### config.mk
export PLATFORM = sky130hd
export DESIGN_NAME = hpd_diag_protect_regs
export DESIGN_NICKNAME = d
export VERILOG_FILES = /design/src/core/hpd_pkg.sv /design/src/core/hpd_prot_timer.sv /design/src/core/hpd_measure.sv /design/src/core/hpd_diag_protect_regs.sv
export SDC_FILE = /design/constraint.sdc
export NUM_CORES = 1
export LEC_CHECK = 0
export BUFFER_PORTS_ARGS = -buffer_cell sky130_fd_sc_hd__buf_2
export CORE_ASPECT_RATIO = 0.6
export CORE_UTILIZATION = 40
export CTS_BUF_LIST = sky130_fd_sc_hd__clkbuf_16
export DETAILED_ROUTE_END_ITERATION = 12
export HOLD_SLACK_MARGIN = 0.06
export PLACE_DENSITY_LB_ADDON = 0.2
export SLEW_MARGIN = 20
export SYNTH_ARGS = -nofsm -noshare
export SYNTH_HDL_FRONTEND = slang
export SYNTH_SLANG_ARGS = --single-unit
export TNS_END_PERCENT = 10
### constraint.sdc
create_clock -name sys_clk_i -period 2.2 [get_ports sys_clk_i]
set_input_delay 0 -clock sys_clk_i [delete_from_list [all_inputs] [get_ports sys_clk_i]]
set_output_delay 0 -clock sys_clk_i [all_outputs]
set_load 0.02 [all_outputs]
### src/core/hpd_pkg.sv
// Register map, field layout, timing constants and shared types.
package hpd_pkg;

   // Register offsets on the serial control port.
   localparam logic [7:0] ADR_MOD_CFG = 8'h4d;
   localparam logic [7:0] ADR_PROT_CFG = 8'h4e;
   localparam logic [7:0] ADR_PROT_TIME = 8'h4f;
   localparam logic [7:0] ADR_DET_CFG = 8'h51;
   localparam logic [7:0] ADR_DET_START = 8'h52;
   localparam logic [7:0] ADR_RES_HI = 8'h53;
   localparam logic [7:0] ADR_SUP_HI = 8'h55;
   localparam logic [7:0] ADR_MEAS_LO = 8'h57;
   localparam logic [7:0] ADR_OSC_TRIM = 8'h5a;
   localparam logic [7:0] ADR_IDENT = 8'h64;
   localparam logic [7:0] ADR_EDGE = 8'h77;

   // Reset values.
   localparam logic [7:0] RST_MOD_CFG = 8'h28;
   localparam logic RST_PROT_EN = 1'h1;
   localparam logic [6:0] RST_PROT_LEVEL = 7'h3f;
   localparam logic [7:0] RST_PROT_TIME = 8'h32;
   localparam logic [2:0] RST_ADC_SEL = 3'h2;
   localparam logic IDENT_TOP_VALUE = 1'h1;

   // Field positions.
   localparam int BIT_PROT_EN = 7;
   localparam int BIT_WAVE_STYLE = 4;
   localparam int BIT_DIAG_MODE = 4;
   localparam int BIT_SUP_GO = 1;
   localparam int BIT_RES_GO = 0;
   localparam int BIT_IDENT_TOP = 7;
   localparam int BIT_ADDR_PIN = 6;
   localparam int BIT_PIN_CNT = 0;
   localparam int LSB_TRIM_DATA = 1;
   localparam int LSB_EDGE = 6;
   localparam int LSB_RES_LO = 0;
   localparam int LSB_SUP_LO = 4;

   // Protection time base: one unit is a three-thousandth of a second.
   localparam int CLK_HZ = 250_000_000;
   localparam int PROT_UNIT_HZ = 3000;
   localparam int PROT_UNIT_CYC = (CLK_HZ + PROT_UNIT_HZ - 1) / PROT_UNIT_HZ;

   // Measurement sequencer states.
   typedef enum {MS_IDLE, MS_RES, MS_SUP} hpd_meas_state_type;

   // Request to the analog measurement path.
   typedef struct packed {
      logic start;
      logic supply;
   } hpd_meas_req_type;

   // Ten-bit results of both measurements.
   typedef struct packed {
      logic [9:0] res;
      logic [9:0] sup;
   } hpd_result_type;

   // Sense gain for a three-bit gain code.
   function automatic logic [5:0] hpd_gain_of(input logic [2:0] code);
      case (code)
         3'h0: hpd_gain_of = 6'h01;
         3'h1: hpd_gain_of = 6'h02;
         3'h2: hpd_gain_of = 6'h04;
         3'h3: hpd_gain_of = 6'h05;
         3'h4: hpd_gain_of = 6'h08;
         3'h5: hpd_gain_of = 6'h0a;
         3'h6: hpd_gain_of = 6'h14;
         default: hpd_gain_of = 6'h28;
      endcase
   endfunction : hpd_gain_of

endpackage : hpd_pkg

### src/core/hpd_prot_timer.sv
// Drive output over-level timer that pulls both outputs down.
`timescale 1ns/1ns
`default_nettype none
module hpd_prot_timer #(
   parameter int UNIT_CYC = hpd_pkg::PROT_UNIT_CYC
) (
   input wire logic sys_clk_i,
   input wire logic rst_b_i,
   input wire logic enable_i,
   input wire logic [6:0] level_i,
   input wire logic [7:0] duration_i,
   input wire logic [7:0] pos_frac_i,
   input wire logic [7:0] neg_frac_i,
   output logic pulldown_o
);
   localparam int PW = $clog2(UNIT_CYC + 1);

   logic [PW-1:0] pre_r;
   logic [8:0] units_r;
   logic pulldown_r;
   wire over;
   wire tick;
   wire trip;

   // Either output at or above level/128 of supply while enabled.
   assign over = enable_i && ((pos_frac_i >= {1'b0, level_i}) ||
                              (neg_frac_i >= {1'b0, level_i})); // [RQ1]
   assign tick = (pre_r == PW'(UNIT_CYC - 1));
   assign trip = over && (units_r >= {1'b0, duration_i}); // [RQ1]
   assign pulldown_o = pulldown_r;

   // Time units accumulate only while the level is held.
   always_ff @(posedge sys_clk_i or negedge rst_b_i) begin
      if (!rst_b_i) begin
         pre_r <= '0;
         units_r <= '0;
      end else if (!over) begin
         pre_r <= '0;
         units_r <= '0;
      end else begin
         pre_r <= tick ? '0 : pre_r + 1'b1;
         units_r <= (tick && !units_r[8]) ? units_r + 1'b1 : units_r;
      end
   end

   // The pull-down stays latched until the enable is cleared.
   always_ff @(posedge sys_clk_i or negedge rst_b_i) begin
      if (!rst_b_i) begin
         pulldown_r <= 1'b0;
      end else begin
         pulldown_r <= enable_i && (pulldown_r || trip); // [RQ1]
      end
   end
endmodule : hpd_prot_timer
`default_nettype wire

### src/core/hpd_measure.sv
// Sequencer for resistance and supply measurements and their results.
`timescale 1ns/1ns
`default_nettype none
module hpd_measure (
   input wire logic sys_clk_i,
   input wire logic rst_b_i,
   input wire logic res_go_i,
   input wire logic sup_go_i,
   input wire logic diag_mode_i,
   input wire logic adc_done_i,
   input wire logic [9:0] adc_code_i,
   output hpd_pkg::hpd_meas_req_type req_o,
   output logic res_done_o,
   output logic sup_done_o,
   output hpd_pkg::hpd_result_type result_o
);
   hpd_pkg::hpd_meas_state_type state_r;
   hpd_pkg::hpd_meas_req_type req_r;
   hpd_pkg::hpd_result_type result_r;
   logic res_done_r;
   logic sup_done_r;
   wire res_fin;
   wire sup_fin;

   assign res_fin = (state_r == hpd_pkg::MS_RES) && adc_done_i;
   assign sup_fin = (state_r == hpd_pkg::MS_SUP) && adc_done_i;
   assign req_o = req_r;
   // Completion is shown in the finishing cycle itself, so the go bit clears
   // on the same edge the sequencer goes idle and cannot start a second run.
   assign res_done_o = res_fin;
   assign sup_done_o = sup_fin;
   assign result_o = result_r;

   // Resistance goes first when both are pending and the mode select is set.
   always_ff @(posedge sys_clk_i or negedge rst_b_i) begin
      if (!rst_b_i) begin
         state_r <= hpd_pkg::MS_IDLE;
         req_r <= '0;
      end else begin
         req_r.start <= 1'b0;
         case (state_r)
            hpd_pkg::MS_IDLE: begin
               if (res_go_i && diag_mode_i) begin
                  state_r <= hpd_pkg::MS_RES; // [RQ8] [RQ5]
                  req_r <= '{start: 1'b1, supply: 1'b0};
               end else if (sup_go_i) begin
                  state_r <= hpd_pkg::MS_SUP; // [RQ7]
                  req_r <= '{start: 1'b1, supply: 1'b1};
               end
            end
            hpd_pkg::MS_RES: if (adc_done_i) state_r <= hpd_pkg::MS_IDLE;
            hpd_pkg::MS_SUP: if (adc_done_i) state_r <= hpd_pkg::MS_IDLE;
            default: state_r <= hpd_pkg::MS_IDLE;
         endcase
      end
   end

   // Results change only when a measurement of that kind completes.
   always_ff @(posedge sys_clk_i or negedge rst_b_i) begin
      if (!rst_b_i) begin
         result_r <= '0; // [RQ11]
         res_done_r <= 1'b0;
         sup_done_r <= 1'b0;
      end else begin
         if (res_fin) result_r.res <= adc_code_i; // [RQ17] [RQ9]
         if (sup_fin) result_r.sup <= adc_code_i; // [RQ17] [RQ10]
         res_done_r <= res_fin;
         sup_done_r <= sup_fin;
      end
   end
endmodule : hpd_measure
`default_nettype wire

### src/core/hpd_diag_protect_regs.sv
// Register bank for output protection, diagnostics, trim and edge rate.
//
// Summary of operation
// RQ1: Held over-level output beyond duration pulls outputs down.
// RQ2: Level in bits 6:0, enable bit 7.
// RQ3: Eight-bit duration in thirds of milliseconds.
// RQ4: Modulation bit 4 picks half or full wave.
// RQ5: Mode select bit 4 enables resistance diagnosis.
// RQ6: ADC clock is 12MHz over two-to-code.
// RQ7: Supply go bit starts a supply measurement.
// RQ8: Resistance go bit starts a load measurement.
// RQ9: Resistance code is ten bits, split high/low.
// RQ10: Supply code is ten bits, split high/low.
// RQ11: Results read-only, reset zero, spare bits zero.
// RQ12: Six-bit signed oscillator trim, zero nominal.
// RQ13: Identity bit 6 flags address pin variant.
// RQ14: Identity bit 0 flags pin-count variant.
// RQ15: Two-bit output edge rate, slowest at zero.
// RQ16: Sense gain code maps to eight gains.
// RQ17: Results update only on measurement completion.
`timescale 1ns/1ns
`default_nettype none
module hpd_diag_protect_regs #(
   parameter int PROT_UNIT_CYC = hpd_pkg::PROT_UNIT_CYC,
   parameter logic ADDR_PIN_VARIANT = 1'h0,
   parameter logic PIN_COUNT_VARIANT = 1'h0
) (
   input wire logic sys_clk_i,
   input wire logic rst_b_i,
   input wire logic [7:0] reg_addr_i,
   input wire logic [7:0] reg_wdata_i,
   input wire logic reg_wr_i,
   input wire logic reg_rd_i,
   output logic [7:0] reg_rdata_o,
   input wire logic [4:0] trim_data_i,
   input wire logic [2:0] sense_gain_select_i,
   input wire logic [7:0] drive_out_pos_frac_i,
   input wire logic [7:0] drive_out_neg_frac_i,
   input wire logic adc_done_i,
   input wire logic [9:0] adc_code_i,
   output logic drive_pulldown_o,
   output logic shutdown_wave_style_o,
   output logic diag_mode_select_o,
   output logic [2:0] adc_clk_sel_o,
   output logic [7:0] adc_div_ratio_o,
   output logic meas_start_o,
   output logic meas_supply_o,
   output logic [5:0] sense_gain_o,
   output logic [5:0] osc_trim_o,
   output logic osc_trim_up_o,
   output logic [5:0] osc_trim_steps_o,
   output logic [1:0] output_edge_rate_o
);
   // Software visible state.
   logic [7:0] mod_cfg_r;
   logic prot_en_r;
   logic [6:0] prot_level_r;
   logic [7:0] prot_time_r;
   logic diag_mode_r;
   logic [2:0] adc_sel_r;
   logic res_go_r;
   logic res_go_nxt;
   logic sup_go_r;
   logic sup_go_nxt;
   logic [5:0] osc_trim_r;
   logic [1:0] edge_r;
   logic [7:0] rdata_r;
   logic [7:0] rdata_nxt;

   // Measurement side.
   hpd_pkg::hpd_meas_req_type meas_req;
   hpd_pkg::hpd_result_type result;
   logic res_done;
   logic sup_done;

   // Address hits.
   wire hit_mod;
   wire hit_pcfg;
   wire hit_ptime;
   wire hit_dcfg;
   wire hit_dstart;
   wire hit_res;
   wire hit_sup;
   wire hit_lo;
   wire hit_trim;
   wire hit_id;
   wire hit_edge;
   wire [7:0] val_pcfg;
   wire [7:0] val_dcfg;
   wire [7:0] val_dstart;
   wire [7:0] val_lo;
   wire [7:0] val_id;
   wire [7:0] val_trim;
   wire [7:0] val_edge;

   // Decode of the register address.
   assign hit_mod = (reg_addr_i == hpd_pkg::ADR_MOD_CFG);
   assign hit_pcfg = (reg_addr_i == hpd_pkg::ADR_PROT_CFG);
   assign hit_ptime = (reg_addr_i == hpd_pkg::ADR_PROT_TIME);
   assign hit_dcfg = (reg_addr_i == hpd_pkg::ADR_DET_CFG);
   assign hit_dstart = (reg_addr_i == hpd_pkg::ADR_DET_START);
   assign hit_res = (reg_addr_i == hpd_pkg::ADR_RES_HI);
   assign hit_sup = (reg_addr_i == hpd_pkg::ADR_SUP_HI);
   assign hit_lo = (reg_addr_i == hpd_pkg::ADR_MEAS_LO);
   assign hit_trim = (reg_addr_i == hpd_pkg::ADR_OSC_TRIM);
   assign hit_id = (reg_addr_i == hpd_pkg::ADR_IDENT);
   assign hit_edge = (reg_addr_i == hpd_pkg::ADR_EDGE);

   // Read values assembled from fields; spare bits read as zero.
   assign val_pcfg = {prot_en_r, prot_level_r}; // [RQ2]
   assign val_dcfg = {3'h0, diag_mode_r, 1'h0, adc_sel_r}; // [RQ5] [RQ6]
   assign val_dstart = {6'h00, sup_go_r, res_go_r};
   assign val_lo = {2'h0, result.sup[1:0], 2'h0, result.res[1:0]}; // [RQ11]
   assign val_id = {hpd_pkg::IDENT_TOP_VALUE, ADDR_PIN_VARIANT,
                    trim_data_i, PIN_COUNT_VARIANT}; // [RQ13] [RQ14]
   assign val_trim = {2'h0, osc_trim_r};
   assign val_edge = {edge_r, 6'h00}; // [RQ15]

   // Read multiplexer; an unmapped address reads as zero.
   assign rdata_nxt = ({8{hit_mod}} & mod_cfg_r) |
                      ({8{hit_pcfg}} & val_pcfg) |
                      ({8{hit_ptime}} & prot_time_r) |
                      ({8{hit_dcfg}} & val_dcfg) |
                      ({8{hit_dstart}} & val_dstart) |
                      ({8{hit_res}} & result.res[9:2]) | // [RQ9]
                      ({8{hit_sup}} & result.sup[9:2]) | // [RQ10]
                      ({8{hit_lo}} & val_lo) |
                      ({8{hit_trim}} & val_trim) |
                      ({8{hit_id}} & val_id) |
                      ({8{hit_edge}} & val_edge);

   // Go bits: a write sets or clears, completion clears; a write wins.
   assign res_go_nxt = (reg_wr_i && hit_dstart) ?
                       reg_wdata_i[hpd_pkg::BIT_RES_GO] :
                       (res_go_r && !res_done); // [RQ8]
   assign sup_go_nxt = (reg_wr_i && hit_dstart) ?
                       reg_wdata_i[hpd_pkg::BIT_SUP_GO] :
                       (sup_go_r && !sup_done); // [RQ7]

   // Read data is registered on each read strobe and held otherwise.
   always_ff @(posedge sys_clk_i or negedge rst_b_i) begin
      if (!rst_b_i) begin
         rdata_r <= 8'h00;
      end else if (reg_rd_i) begin
         rdata_r <= rdata_nxt;
      end
   end

   // Protection and modulation registers.
   always_ff @(posedge sys_clk_i or negedge rst_b_i) begin
      if (!rst_b_i) begin
         mod_cfg_r <= hpd_pkg::RST_MOD_CFG; // [RQ4]
         prot_en_r <= hpd_pkg::RST_PROT_EN; // [RQ2]
         prot_level_r <= hpd_pkg::RST_PROT_LEVEL; // [RQ2]
         prot_time_r <= hpd_pkg::RST_PROT_TIME; // [RQ3]
      end else begin
         if (reg_wr_i && hit_mod) mod_cfg_r <= reg_wdata_i;
         if (reg_wr_i && hit_pcfg) begin
            prot_en_r <= reg_wdata_i[hpd_pkg::BIT_PROT_EN];
            prot_level_r <= reg_wdata_i[6:0];
         end
         if (reg_wr_i && hit_ptime) prot_time_r <= reg_wdata_i;
      end
   end

   // Diagnostic control registers.
   always_ff @(posedge sys_clk_i or negedge rst_b_i) begin
      if (!rst_b_i) begin
         diag_mode_r <= 1'b0; // [RQ5]
         adc_sel_r <= hpd_pkg::RST_ADC_SEL; // [RQ6]
         res_go_r <= 1'b0;
         sup_go_r <= 1'b0;
      end else begin
         if (reg_wr_i && hit_dcfg) begin
            diag_mode_r <= reg_wdata_i[hpd_pkg::BIT_DIAG_MODE];
            adc_sel_r <= reg_wdata_i[2:0];
         end
         res_go_r <= res_go_nxt;
         sup_go_r <= sup_go_nxt;
      end
   end

   // Trim and edge-rate registers.
   always_ff @(posedge sys_clk_i or negedge rst_b_i) begin
      if (!rst_b_i) begin
         osc_trim_r <= 6'h00;
         edge_r <= 2'h0; // [RQ15]
      end else begin
         if (reg_wr_i && hit_trim) osc_trim_r <= reg_wdata_i[5:0];
         if (reg_wr_i && hit_edge) begin
            edge_r <= reg_wdata_i[hpd_pkg::LSB_EDGE+:2];
         end
      end
   end

   // Over-level protection timer on both drive outputs.
   hpd_prot_timer #(
      .UNIT_CYC(PROT_UNIT_CYC)
   ) u_prot (
      .sys_clk_i(sys_clk_i),
      .rst_b_i(rst_b_i),
      .enable_i(prot_en_r), // [RQ1]
      .level_i(prot_level_r),
      .duration_i(prot_time_r), // [RQ3]
      .pos_frac_i(drive_out_pos_frac_i),
      .neg_frac_i(drive_out_neg_frac_i),
      .pulldown_o(drive_pulldown_o)
   );

   // Measurement sequencer and result capture.
   hpd_measure u_meas (
      .sys_clk_i(sys_clk_i),
      .rst_b_i(rst_b_i),
      .res_go_i(res_go_r),
      .sup_go_i(sup_go_r),
      .diag_mode_i(diag_mode_r),
      .adc_done_i(adc_done_i),
      .adc_code_i(adc_code_i),
      .req_o(meas_req),
      .res_done_o(res_done),
      .sup_done_o(sup_done),
      .result_o(result)
   );

   // Trim is two's complement: positive raises, negative lowers.
   assign osc_trim_up_o = !osc_trim_r[5] && (osc_trim_r != 6'h00); // [RQ12]
   assign osc_trim_steps_o = osc_trim_r[5] ? 6'((~osc_trim_r) + 6'h01) :
                             osc_trim_r; // [RQ12]

   // Configuration outputs toward the analog side.
   assign reg_rdata_o = rdata_r;
   assign shutdown_wave_style_o = mod_cfg_r[hpd_pkg::BIT_WAVE_STYLE]; // [RQ4]
   assign diag_mode_select_o = diag_mode_r;
   assign adc_clk_sel_o = adc_sel_r;
   assign adc_div_ratio_o = 8'(8'h01 << adc_sel_r); // [RQ6]
   assign meas_start_o = meas_req.start;
   assign meas_supply_o = meas_req.supply;
   assign sense_gain_o = hpd_pkg::hpd_gain_of(sense_gain_select_i); // [RQ16]
   assign osc_trim_o = osc_trim_r;
   assign output_edge_rate_o = edge_r;
endmodule : hpd_diag_protect_regs
`default_nettype wire

==> results of run 1 <==
[cells by family (layout without fill, tap and decap cells)]
kind of cell | Yosys count | count (layout) | share of synthesized area
simple gates | 190 | 190 | 0.183
flops | 97 | 97 | 0.452
compound gates | 92 | 92 | 0.114
buf+inv | 59 | 197 | 0.0446
mux | 48 | 48 | 0.0990
fa+ha+maj | 29 | 29 | 0.0671
xor+xnor | 25 | 25 | 0.0405
[final timing paths]
kind | from | endpoint | slack, ns | cells after the start
min reg2reg | u_prot.pre_r[0] | u_prot.pre_r[0] | 0.49 | 1
max in group asynchronous | rst_b_i | prot_time_r[4] | 1.25 | 3
min | trim_data_i[4] | reg_rdata_o[5] | 0.08 | 4
max | prot_level_r[6] | u_prot.units_r[3] | 0.02 | 9
min in group asynchronous | rst_b_i | u_prot.pre_r[0] | 0.21 | 2
max reg2reg | prot_level_r[6] | u_prot.units_r[3] | 0.02 | 9
[sequential cells by signal, summed over array words and instances, names as in the netlist]
| name | cells |
|---|---|
| adc_clk_sel_o | 3 |
| diag_mode_select_o | 1 |
| mod_cfg_r | 8 |
| osc_trim_o | 6 |
| output_edge_rate_o | 2 |
| prot_en_r | 1 |
| prot_level_r | 7 |
| prot_time_r | 8 |
| reg_rdata_o | 8 |
| res_go_r | 1 |
| sup_go_r | 1 |
| u_meas.req_o | 2 |
| u_meas.result_o | 20 |
| u_meas.state_r | 2 |
| u_prot.pre_r | 17 |
| u_prot.pulldown_o | 1 |
| u_prot.units_r | 9 |
[metal layers]
layer,routed length (um),share of wire,global-route usage
met3,915,0.062,0.0458
met5,0,0,0
met1,7620,0.52,0.341
met4,153,0.010,0.0468
met2,6040,0.41,0.313
[critical path: cells and delay by family (launching register included)]
kind / cells / cell delay, ns
AOI/OAI and AO/OA: 3 / 0.54
adders and majority gates: 1 / 0.15
buffers and inverters: 3 / 0.42
DFF: 1 / 0.36
and+or+nand+nor: 2 / 0.57
[stage by stage]
step | instance area [sq um] | total power [mW] | setup TNS, ns | hold slack [ns]
after floorplan | 5410 | 2.85 | 0 | -0.296
after global placement | 6150 | 3.17 | 0 | 0.0470
after detailed placement | 6150 | 3.21 | -1.19 | 0.0570
after CTS | 6810 | 5.07 | 0 | 0.0649
after global routing | 6910 | 5.30 | -1.63 | 0.0996
final | 6910 | 5.08 | 0 | 0.0811
[power by group through the flow]
stage               clock network (mW)  logic, mW  registers [mW]
finish                            1.83      0.985            2.27
global route                      1.91       1.09            2.31
CTS                               1.84      0.963            2.26
detailed placement                   0      0.911            2.30
global placement                     0      0.884            2.29
floorplan                            0      0.582            2.27
[placed cells by master (no fill, tap or decap), types with 10 or more instances in the layout]
cell            n
nor2b_1        12
dlygate4sd3_1  26
buf_2          98
buf_4          17
nor2_1         30
ha_1           28
nand3_1        20
o21ai_0        30
a21oi_1        12
nand2_1        47
nor3_1         29
mux2_2         44
clkbuf_16      10
inv_1          33
dfstp_2        13
dfrtp_1        84
xnor2_1        23
[timing repair]
action                                  4_1_cts  5_1_grt
endpoints found under the setup margin       26       27
hold buffers                                 26        0
pin swaps                                     1        0
buffers inserted                              1        2
endpoints found under the hold margin       101        0
gates cloned                                  1        1
resized for setup                             4       12
[cell type report]
cell class / count / area, sq um / area share
Timing Repair Buffer: 146 / 982 / 0.142
Tap cell: 170 / 213 / 0.0308
Sequential cell: 97 / 2440 / 0.354
Multi-Input combinational cell: 384 / 2800 / 0.405
Clock inverter: 7 / 118 / 0.0170
Clock buffer: 9 / 225 / 0.0326
Inverter: 35 / 131 / 0.0190
==> impl_metrics.yaml, run 1 <==
status:
  status: "complete, but fails checks"
  violations: "design-rule violations"
pwr:
  combPwrFrac: 0.194
  vdd_ir_drop_max_uv: 370
  p_leak_nw: 3.16
  p_seq_frac: 0.446
  power.internal_mw: 3.68
  p_per_area_nw_per_um2: 735
  clkPwrFrac: 0.360
  netSwitchingPower_mw: 1.39
  swShare: 0.274
timing:
  relSlewSlack: 0.576
  rsz0062_at_grt: "yes"
  max_freq_ghz: 0.459
  fin_crit_sh: 0.991
  setup_viol: 0
  final.min_clock_period_ns: 2.18
  finalMaxSlewViolations: 0
  fin_skew_ns: 0.00529
  layout_setup_ws_ns: 0.0197
  tightest_slew_ns: 0.631
  hold_viol: 0
logic_synthesis:
  synth_commonest_cells: "84 x dfrtp_1, 47 x nand2_1, 44 x mux2_2, 34 x inv_1"
  syn-cell-area_sq_um: 5410
  yosysMostFrequentCell: "dfrtp_1"
  synth_top_cells_by_area: "dfrtp_1 39%, mux2_2 9.2%, ha_1 6.7%"
  ys_async_sr_fraction: 1.00
  synth.avg_cell_area_sq_um: 10.0
  synth_edf_count: 0
  synth_top_area_frac: 0.389
  synth.distinct_cells: 58
  synthCells: 540
  synth-seq-area-share: 0.452
  ys_seq_elements: 97
  yosys_warnings: 0
  yosys.area.top_type: "dfrtp_1"
  synth_flop_cell: "dfrtp_1"
  synthesis.nets: 624
global_routing:
  grt_use_total: 0.221
  overflow: 0
  grt_pass1_vias: 4585
  grt_first_pass_wirelength_um: 24200
  antenna_found_initial: 0
  grt_max_degree: 53
setup_path:
  cp-end-kind: "flip-flop"
  worstPathCellList: "inv_2, ha_4, or4_4, a221oi_4, o21ai_2, a311oi_4, buf_6, clkbuf_16, nor3_1"
  crit_arrival_ns: 2.38
  cp_slowest_cell: "or4_4"
  critPathMaxStageDelay_ns: 0.52
  crit_required_ns: 2.40
  path_class: "reg2reg"
  setup.worst_path.start_class: "flip-flop"
  crit_fanout: 6
floorplanning:
  ioPinCount: 100
  dieWidth_um: 152
  die-area_sq_um: 14000
  fp-row-count: 32
  coreArea_sq_um: 13000
  fp.dieH_um: 92.1
  start_util: 0.416
cts:
  cts_sinks: 97
  root_buffer: "clkbuf_16"
  cts_buffers: 9
  htreeDepth: 3
  clk_latency_ns: 0.34
  cts_buffer_depth: 2
  clkTransAtPathRegs_ns: 0.07
  cts_tree: "yes"
finish:
  antenna_cells: 0
  area_growth_pct: 27.8
  nNetsFinal: 757
  fillCellCount: 1185
  final_layout_size_suffix_gt1_frac: 0.313
  instances_no_fill: 848
  final_util: 0.531
placed_design:
  placed_cells: 801
  routabilityCongestion: 0.879
  hpwl_um: 10800
  port_buffers: 99
  pre_cts_slack_ns: -0.0650
route:
  drtIter0Drc: 406
  vias: 4668
  drcViolationCount: 22
  wl_um: 14700
  wl_per_cell_um: 17.4
  ant_nets: 0
  drtPass1Iterations: 8
  detail_route.vias_per_cell: 5.50
flow_run:
  cap_violations: 0
hold_path:
  hp-class: "in2reg"
(Power assumes the default switching activity.)
==> run 2, diff against run 1 <==
- CAP_MARGIN: unset -> 20
- clock period: 2.2 -> 1.9 ns (I/O delays scaled with it)
==> run 2 against run 1 <==
The run ends with design-rule violations, negative setup slack left; worst setup slack worse by 0.29 ns; clock power grew 4%; core utilization grew 0.98 points; routed wire length rose by 5.1%; worst hold slack lost 0.0089 ns; sequential share of layout area down 0.64 points; first-iteration DRC count is 11% lower; die area unchanged; global-route usage up 0.84 points; final area grew 1.8%; fmax rose by 0.35%; combinational power rose by 23%; largest power group unchanged.
==> impl_metrics.yaml, run 2 (same netlist as run 1, synthesis figures left out) <==
setup_path:
  cp-end-kind: "flip-flop"
  critPathMaxStageDelay_ns: 0.49
  rr_worst_depth: 9
  crit_arrival_ns: 2.38
  crit_fanout: 13
  reg2reg_slack_ns: -0.27
  rr_startpoint: "prot_level_r[6]"
  crit_cells: 9
  path_class: "reg2reg"
  crit_start: "prot_level_r[6]"
  worstPathCellList: "inv_2, ha_4, or4_4, a221oi_4, o21ai_2, a311oi_4, buf_6, clkbuf_16, nor4_1"
  crit_required_ns: 2.10
  setup.worst_path.start_class: "flip-flop"
  cp_slowest_cell: "or4_4"
  r2r-end: "u_prot.pre_r[7]"
  crit_end: "u_prot.pre_r[7]"
  cp_num_buf_inv: 3
  crit_family: "simple AND/OR/NAND/NOR gates"
hold_path:
  min-delay-start: "reg_wr_i"
  hold_path_depth: 3
  hp-class: "in2reg"
timing:
  max_freq_ghz: 0.460
  hold_viol: 0
  layout_setup_ws_ns: -0.273
  timing.hold.ws_ns: 0.0722
  tns_ns: -6.36
  relSlewSlack: 0.539
  fin_crit_sh: 1.14
  tightest_slew_ns: 0.691
  final.min_clock_period_ns: 2.17
  setup_viol: 27
  rsz0062_at_grt: "yes"
  finalMaxSlewViolations: 0
  fin_skew_ns: 0.00681
route:
  detail_route.vias_per_cell: 5.48
  wl_um: 15500
  wl_per_cell_um: 17.8
  drtPass1Iterations: 9
  drtIter0Drc: 363
  vias: 4753
  drcViolationCount: 14
  ant_nets: 0
floorplanning:
  die-area_sq_um: 14000
  fp.dieH_um: 92.1
  coreArea_sq_um: 13000
  start_util: 0.416
  ioPinCount: 100
  fp-row-count: 32
  dieWidth_um: 152
cts:
  clkTransAtPathRegs_ns: 0.07
  root_buffer: "clkbuf_16"
  cts_buffer_depth: 2
  cts_tree: "yes"
  clk_latency_ns: 0.35
  htreeDepth: 3
  cts_sinks: 97
  cts_buffers: 9
placed_design:
  hpwl_um: 11500
  port_buffers: 99
  pre_cts_slack_ns: -0.264
  placed_cells: 822
  routabilityCongestion: 0.838
global_routing:
  grt_first_pass_wirelength_um: 24800
  grt_max_degree: 50
  grt_use_total: 0.230
  antenna_found_initial: 0
  overflow: 0
  grt_pass1_vias: 4701
finish:
  final_layout_size_suffix_gt1_frac: 0.340
  nNetsFinal: 777
  antenna_cells: 0
  largest_reg_flops: 20
  layout_common_cells: "98 x buf_2, 84 x dfrtp_1, 47 x nand2_1, 44 x mux2_2, 36 x buf_4"
  instances_no_fill: 868
  final_common_cell: "buf_2"
  area_growth_pct: 30.1
status:
  status: "complete, but fails checks"
  violations: "design-rule violations, negative setup slack"
flow_run:
  cap_violations: 0
pwr:
  p_seq_frac: 0.458
  combPwrFrac: 0.210
  swShare: 0.296
  netSwitchingPower_mw: 1.70
  vdd_ir_drop_max_uv: 483
  clkPwrFrac: 0.331
  power.internal_mw: 4.05
  p_leak_nw: 3.22
  fin_total_pwr_mw: 5.75
  p_per_area_nw_per_um2: 817
[run 2: worst min path at each step]
stage | to | slack [ns]
after global routing | sup_go_r | 0.10
final | sup_go_r | 0.07
after floorplan | adc_clk_sel_o[0] | -0.30
after CTS | sup_go_r | 0.07
after detailed placement | u_meas.result_o[16] | 0.1
after global placement | u_meas.result_o[16] | 0.09
[run 2: final cells by class]
cell class | instances | area [sq um]
Fill cell | 1159 | 5970
Multi-Input combinational cell | 384 | 2820
Sequential cell | 97 | 2440
Timing Repair Buffer | 166 | 1120
Clock buffer | 9 | 225
Tap cell | 170 | 213
Inverter | 35 | 131
Clock inverter | 7 | 83.8
[run 2: through the flow]
step                cell area, sq um   util
floorplan                       5470      -
global placement                6370  0.490
detailed placement              6370  0.490
CTS                             6960  0.535
global route                    7040  0.541
finish                          7040  0.541
[run 2: repair_timing]
action,4_1_cts,5_1_grt
endpoints found under the setup margin,27,29
resized for setup,2,7
cloned,0,1
hold endpoints to repair,111,0
buffers inserted,0,1
hold buffers,28,0
[run 2: per-layer routing]
metal / routed length, um / global-route usage / share of wire
met3: 1220 / 0.0463 / 0.079
met4: 167 / 0.0442 / 0.011
met1: 7900 / 0.356 / 0.51
met5: 0 / 0 / 0
met2: 6200 / 0.325 / 0.40
[run 2: power groups by stage]
stage	clock network, mW	registers (mW)	logic, mW
detailed placement	0	2.67	1.13
CTS	1.94	2.63	1.19
finish	1.91	2.64	1.21
floorplan	0	2.63	0.680
global placement	0	2.65	1.11
global route	2.02	2.67	1.33
[run 2: worst register-to-register path, stage by stage (launching register included)]
cell	delay, ns
dfrtp_1	0.38
inv_2	0.07
ha_4	0.15
or4_4	0.49
a221oi_4	0.20
o21ai_2	0.11
a311oi_4	0.22
buf_6	0.17
clkbuf_16	0.18
nor4_1	0.06
==> run 3, diff against run 2 <==
- SETUP_SLACK_MARGIN: unset -> 0.4
==> run 3 against run 2 <==
The flow still finishes with violations (design-rule violations, negative setup slack); worst setup slack got worse by 0.0061 ns; first-iteration DRC count decreased by 6.9%; combinational power about the same; via count about the same; count of clock-buffer cells in the layout unchanged; final cell count decreased by 0.23%; fmax decreased by 0.28%; routed wire length increased by 0.47%; critical endpoint unchanged.
==> impl_metrics.yaml, run 3 (same netlist as run 1, synthesis figures left out) <==
route:
  ant_nets: 0
  drtPass1Iterations: 9
  detail_route.vias_per_cell: 5.49
  drtIter0Drc: 338
  drcViolationCount: 14
  wl_um: 15600
  vias: 4754
  wl_per_cell_um: 18.0
finish:
  final_layout_size_suffix_gt1_frac: 0.364
  fillCellCount: 1157
  instances_no_fill: 866
  layout_common_cells: "96 x buf_2, 79 x dfrtp_1, 44 x mux2_2, 43 x nand2_1, 38 x buf_4"
  final_common_cell: "buf_2"
  final_util: 0.544
  antenna_cells: 0
  finalInstanceArea_sq_um: 7080
  nNetsFinal: 775
  area_growth_pct: 30.9
  largest_reg_flops: 20
cts:
  clkTransAtPathRegs_ns: 0.07
  clk_latency_ns: 0.35
  cts_buffer_depth: 2
  cts_sinks: 97
  htreeDepth: 3
  cts_buffers: 9
  root_buffer: "clkbuf_16"
  cts_tree: "yes"
setup_path:
  crit_fanout: 13
  crit_required_ns: 2.10
  crit_arrival_ns: 2.38
  path_class: "reg2reg"
  setup.worst_path.start_class: "flip-flop"
  reg2reg_slack_ns: -0.28
  cp-end-kind: "flip-flop"
timing:
  finalMaxSlewViolations: 0
  fin_skew_ns: 0.00945
  tightest_slew_ns: 0.691
  relSlewSlack: 0.539
  setup_viol: 27
  final.min_clock_period_ns: 2.18
  timing.hold.ws_ns: 0.0760
  max_freq_ghz: 0.459
  hold_viol: 0
  tns_ns: -6.54
  layout_setup_ws_ns: -0.279
  fin_crit_sh: 1.15
  rsz0062_at_grt: "yes"
status:
  violations: "design-rule violations, negative setup slack"
  status: "complete, but fails checks"
floorplanning:
  die-area_sq_um: 14000
  fp-row-count: 32
  dieWidth_um: 152
  fp.dieH_um: 92.1
  coreArea_sq_um: 13000
  ioPinCount: 100
  start_util: 0.416
global_routing:
  grt_pass1_vias: 4698
  antenna_found_initial: 0
  grt_max_degree: 50
  overflow: 0
  grt_first_pass_wirelength_um: 24800
  grt_use_total: 0.229
placed_design:
  placed_cells: 822
  routabilityCongestion: 0.838
  pre_cts_slack_ns: -0.264
  port_buffers: 99
  placed_cell_area_sq_um: 6370
  hpwl_um: 11500
pwr:
  p_leak_nw: 3.21
  vdd_ir_drop_max_uv: 482
  fin_total_pwr_mw: 5.77
  p_per_area_nw_per_um2: 815
hold_path:
  hp-class: "in2reg"
flow_run:
  cap_violations: 0
==> run 3: repair_timing <==
| item | CTS | global route |
|---|---|---|
| buffers inserted | 0 | 1 |
| hold endpoints to repair | 110 | 0 |
| pin swaps | 2 | 3 |
| endpoints found under the setup margin | 51 | 33 |
| gates resized for setup | 13 | 16 |
| gates cloned | 0 | 1 |
| hold buffers | 26 | 0 |
==> run 3: final timing paths <==
check                                start                  end  cells past startpoint
hold reg to reg            u_prot.pre_r[0]      u_prot.pre_r[0]                      1
setup reg to reg           prot_level_r[6]      u_prot.pre_r[7]                      9
max in group asynchronous          rst_b_i      prot_level_r[5]                      3
hold / removal                    reg_wr_i             sup_go_r                      3
min in group asynchronous          rst_b_i  u_meas.result_o[16]                      2
setup / recovery           prot_level_r[6]      u_prot.pre_r[7]                      9
==> run 3: worst max-delay path, stage by stage (launching register included) <==
cell	delay, ns
dfrtp_1	0.38
inv_2	0.07
ha_4	0.15
or4_4	0.49
a221oi_4	0.21
o21ai_2	0.11
a311oi_4	0.22
buf_6	0.17
clkbuf_16	0.18
nor4_1	0.06
==> run 3: where the power goes <==
| group | internal, mW | switching (mW) |
|---|---|---|
| Clock | 1.05 | 0.862 |
| Combinational | 0.602 | 0.619 |
| Sequential | 2.41 | 0.232 |
| Total | 4.06 | 1.71 |
==> run 3: final cells by class <==
type | count | area, sq um | area share
flip-flops and latches | 97 | 2450 | 0.346
multi-input cells | 384 | 2880 | 0.406
clock inverters | 7 | 83.8 | 0.0118
repair buffers | 164 | 1100 | 0.156
clock buffers | 9 | 225 | 0.0318
inverters | 35 | 131 | 0.0186
well taps | 170 | 213 | 0.0300
==> run 3: layer usage <==
metal	wire (um)	track usage	vias up
li1	-	-	2229
met1	8170	0.356	2363
met2	6310	0.324	152
met3	946	0.0463	10
met4	126	0.0442	0
met5	0	0	-
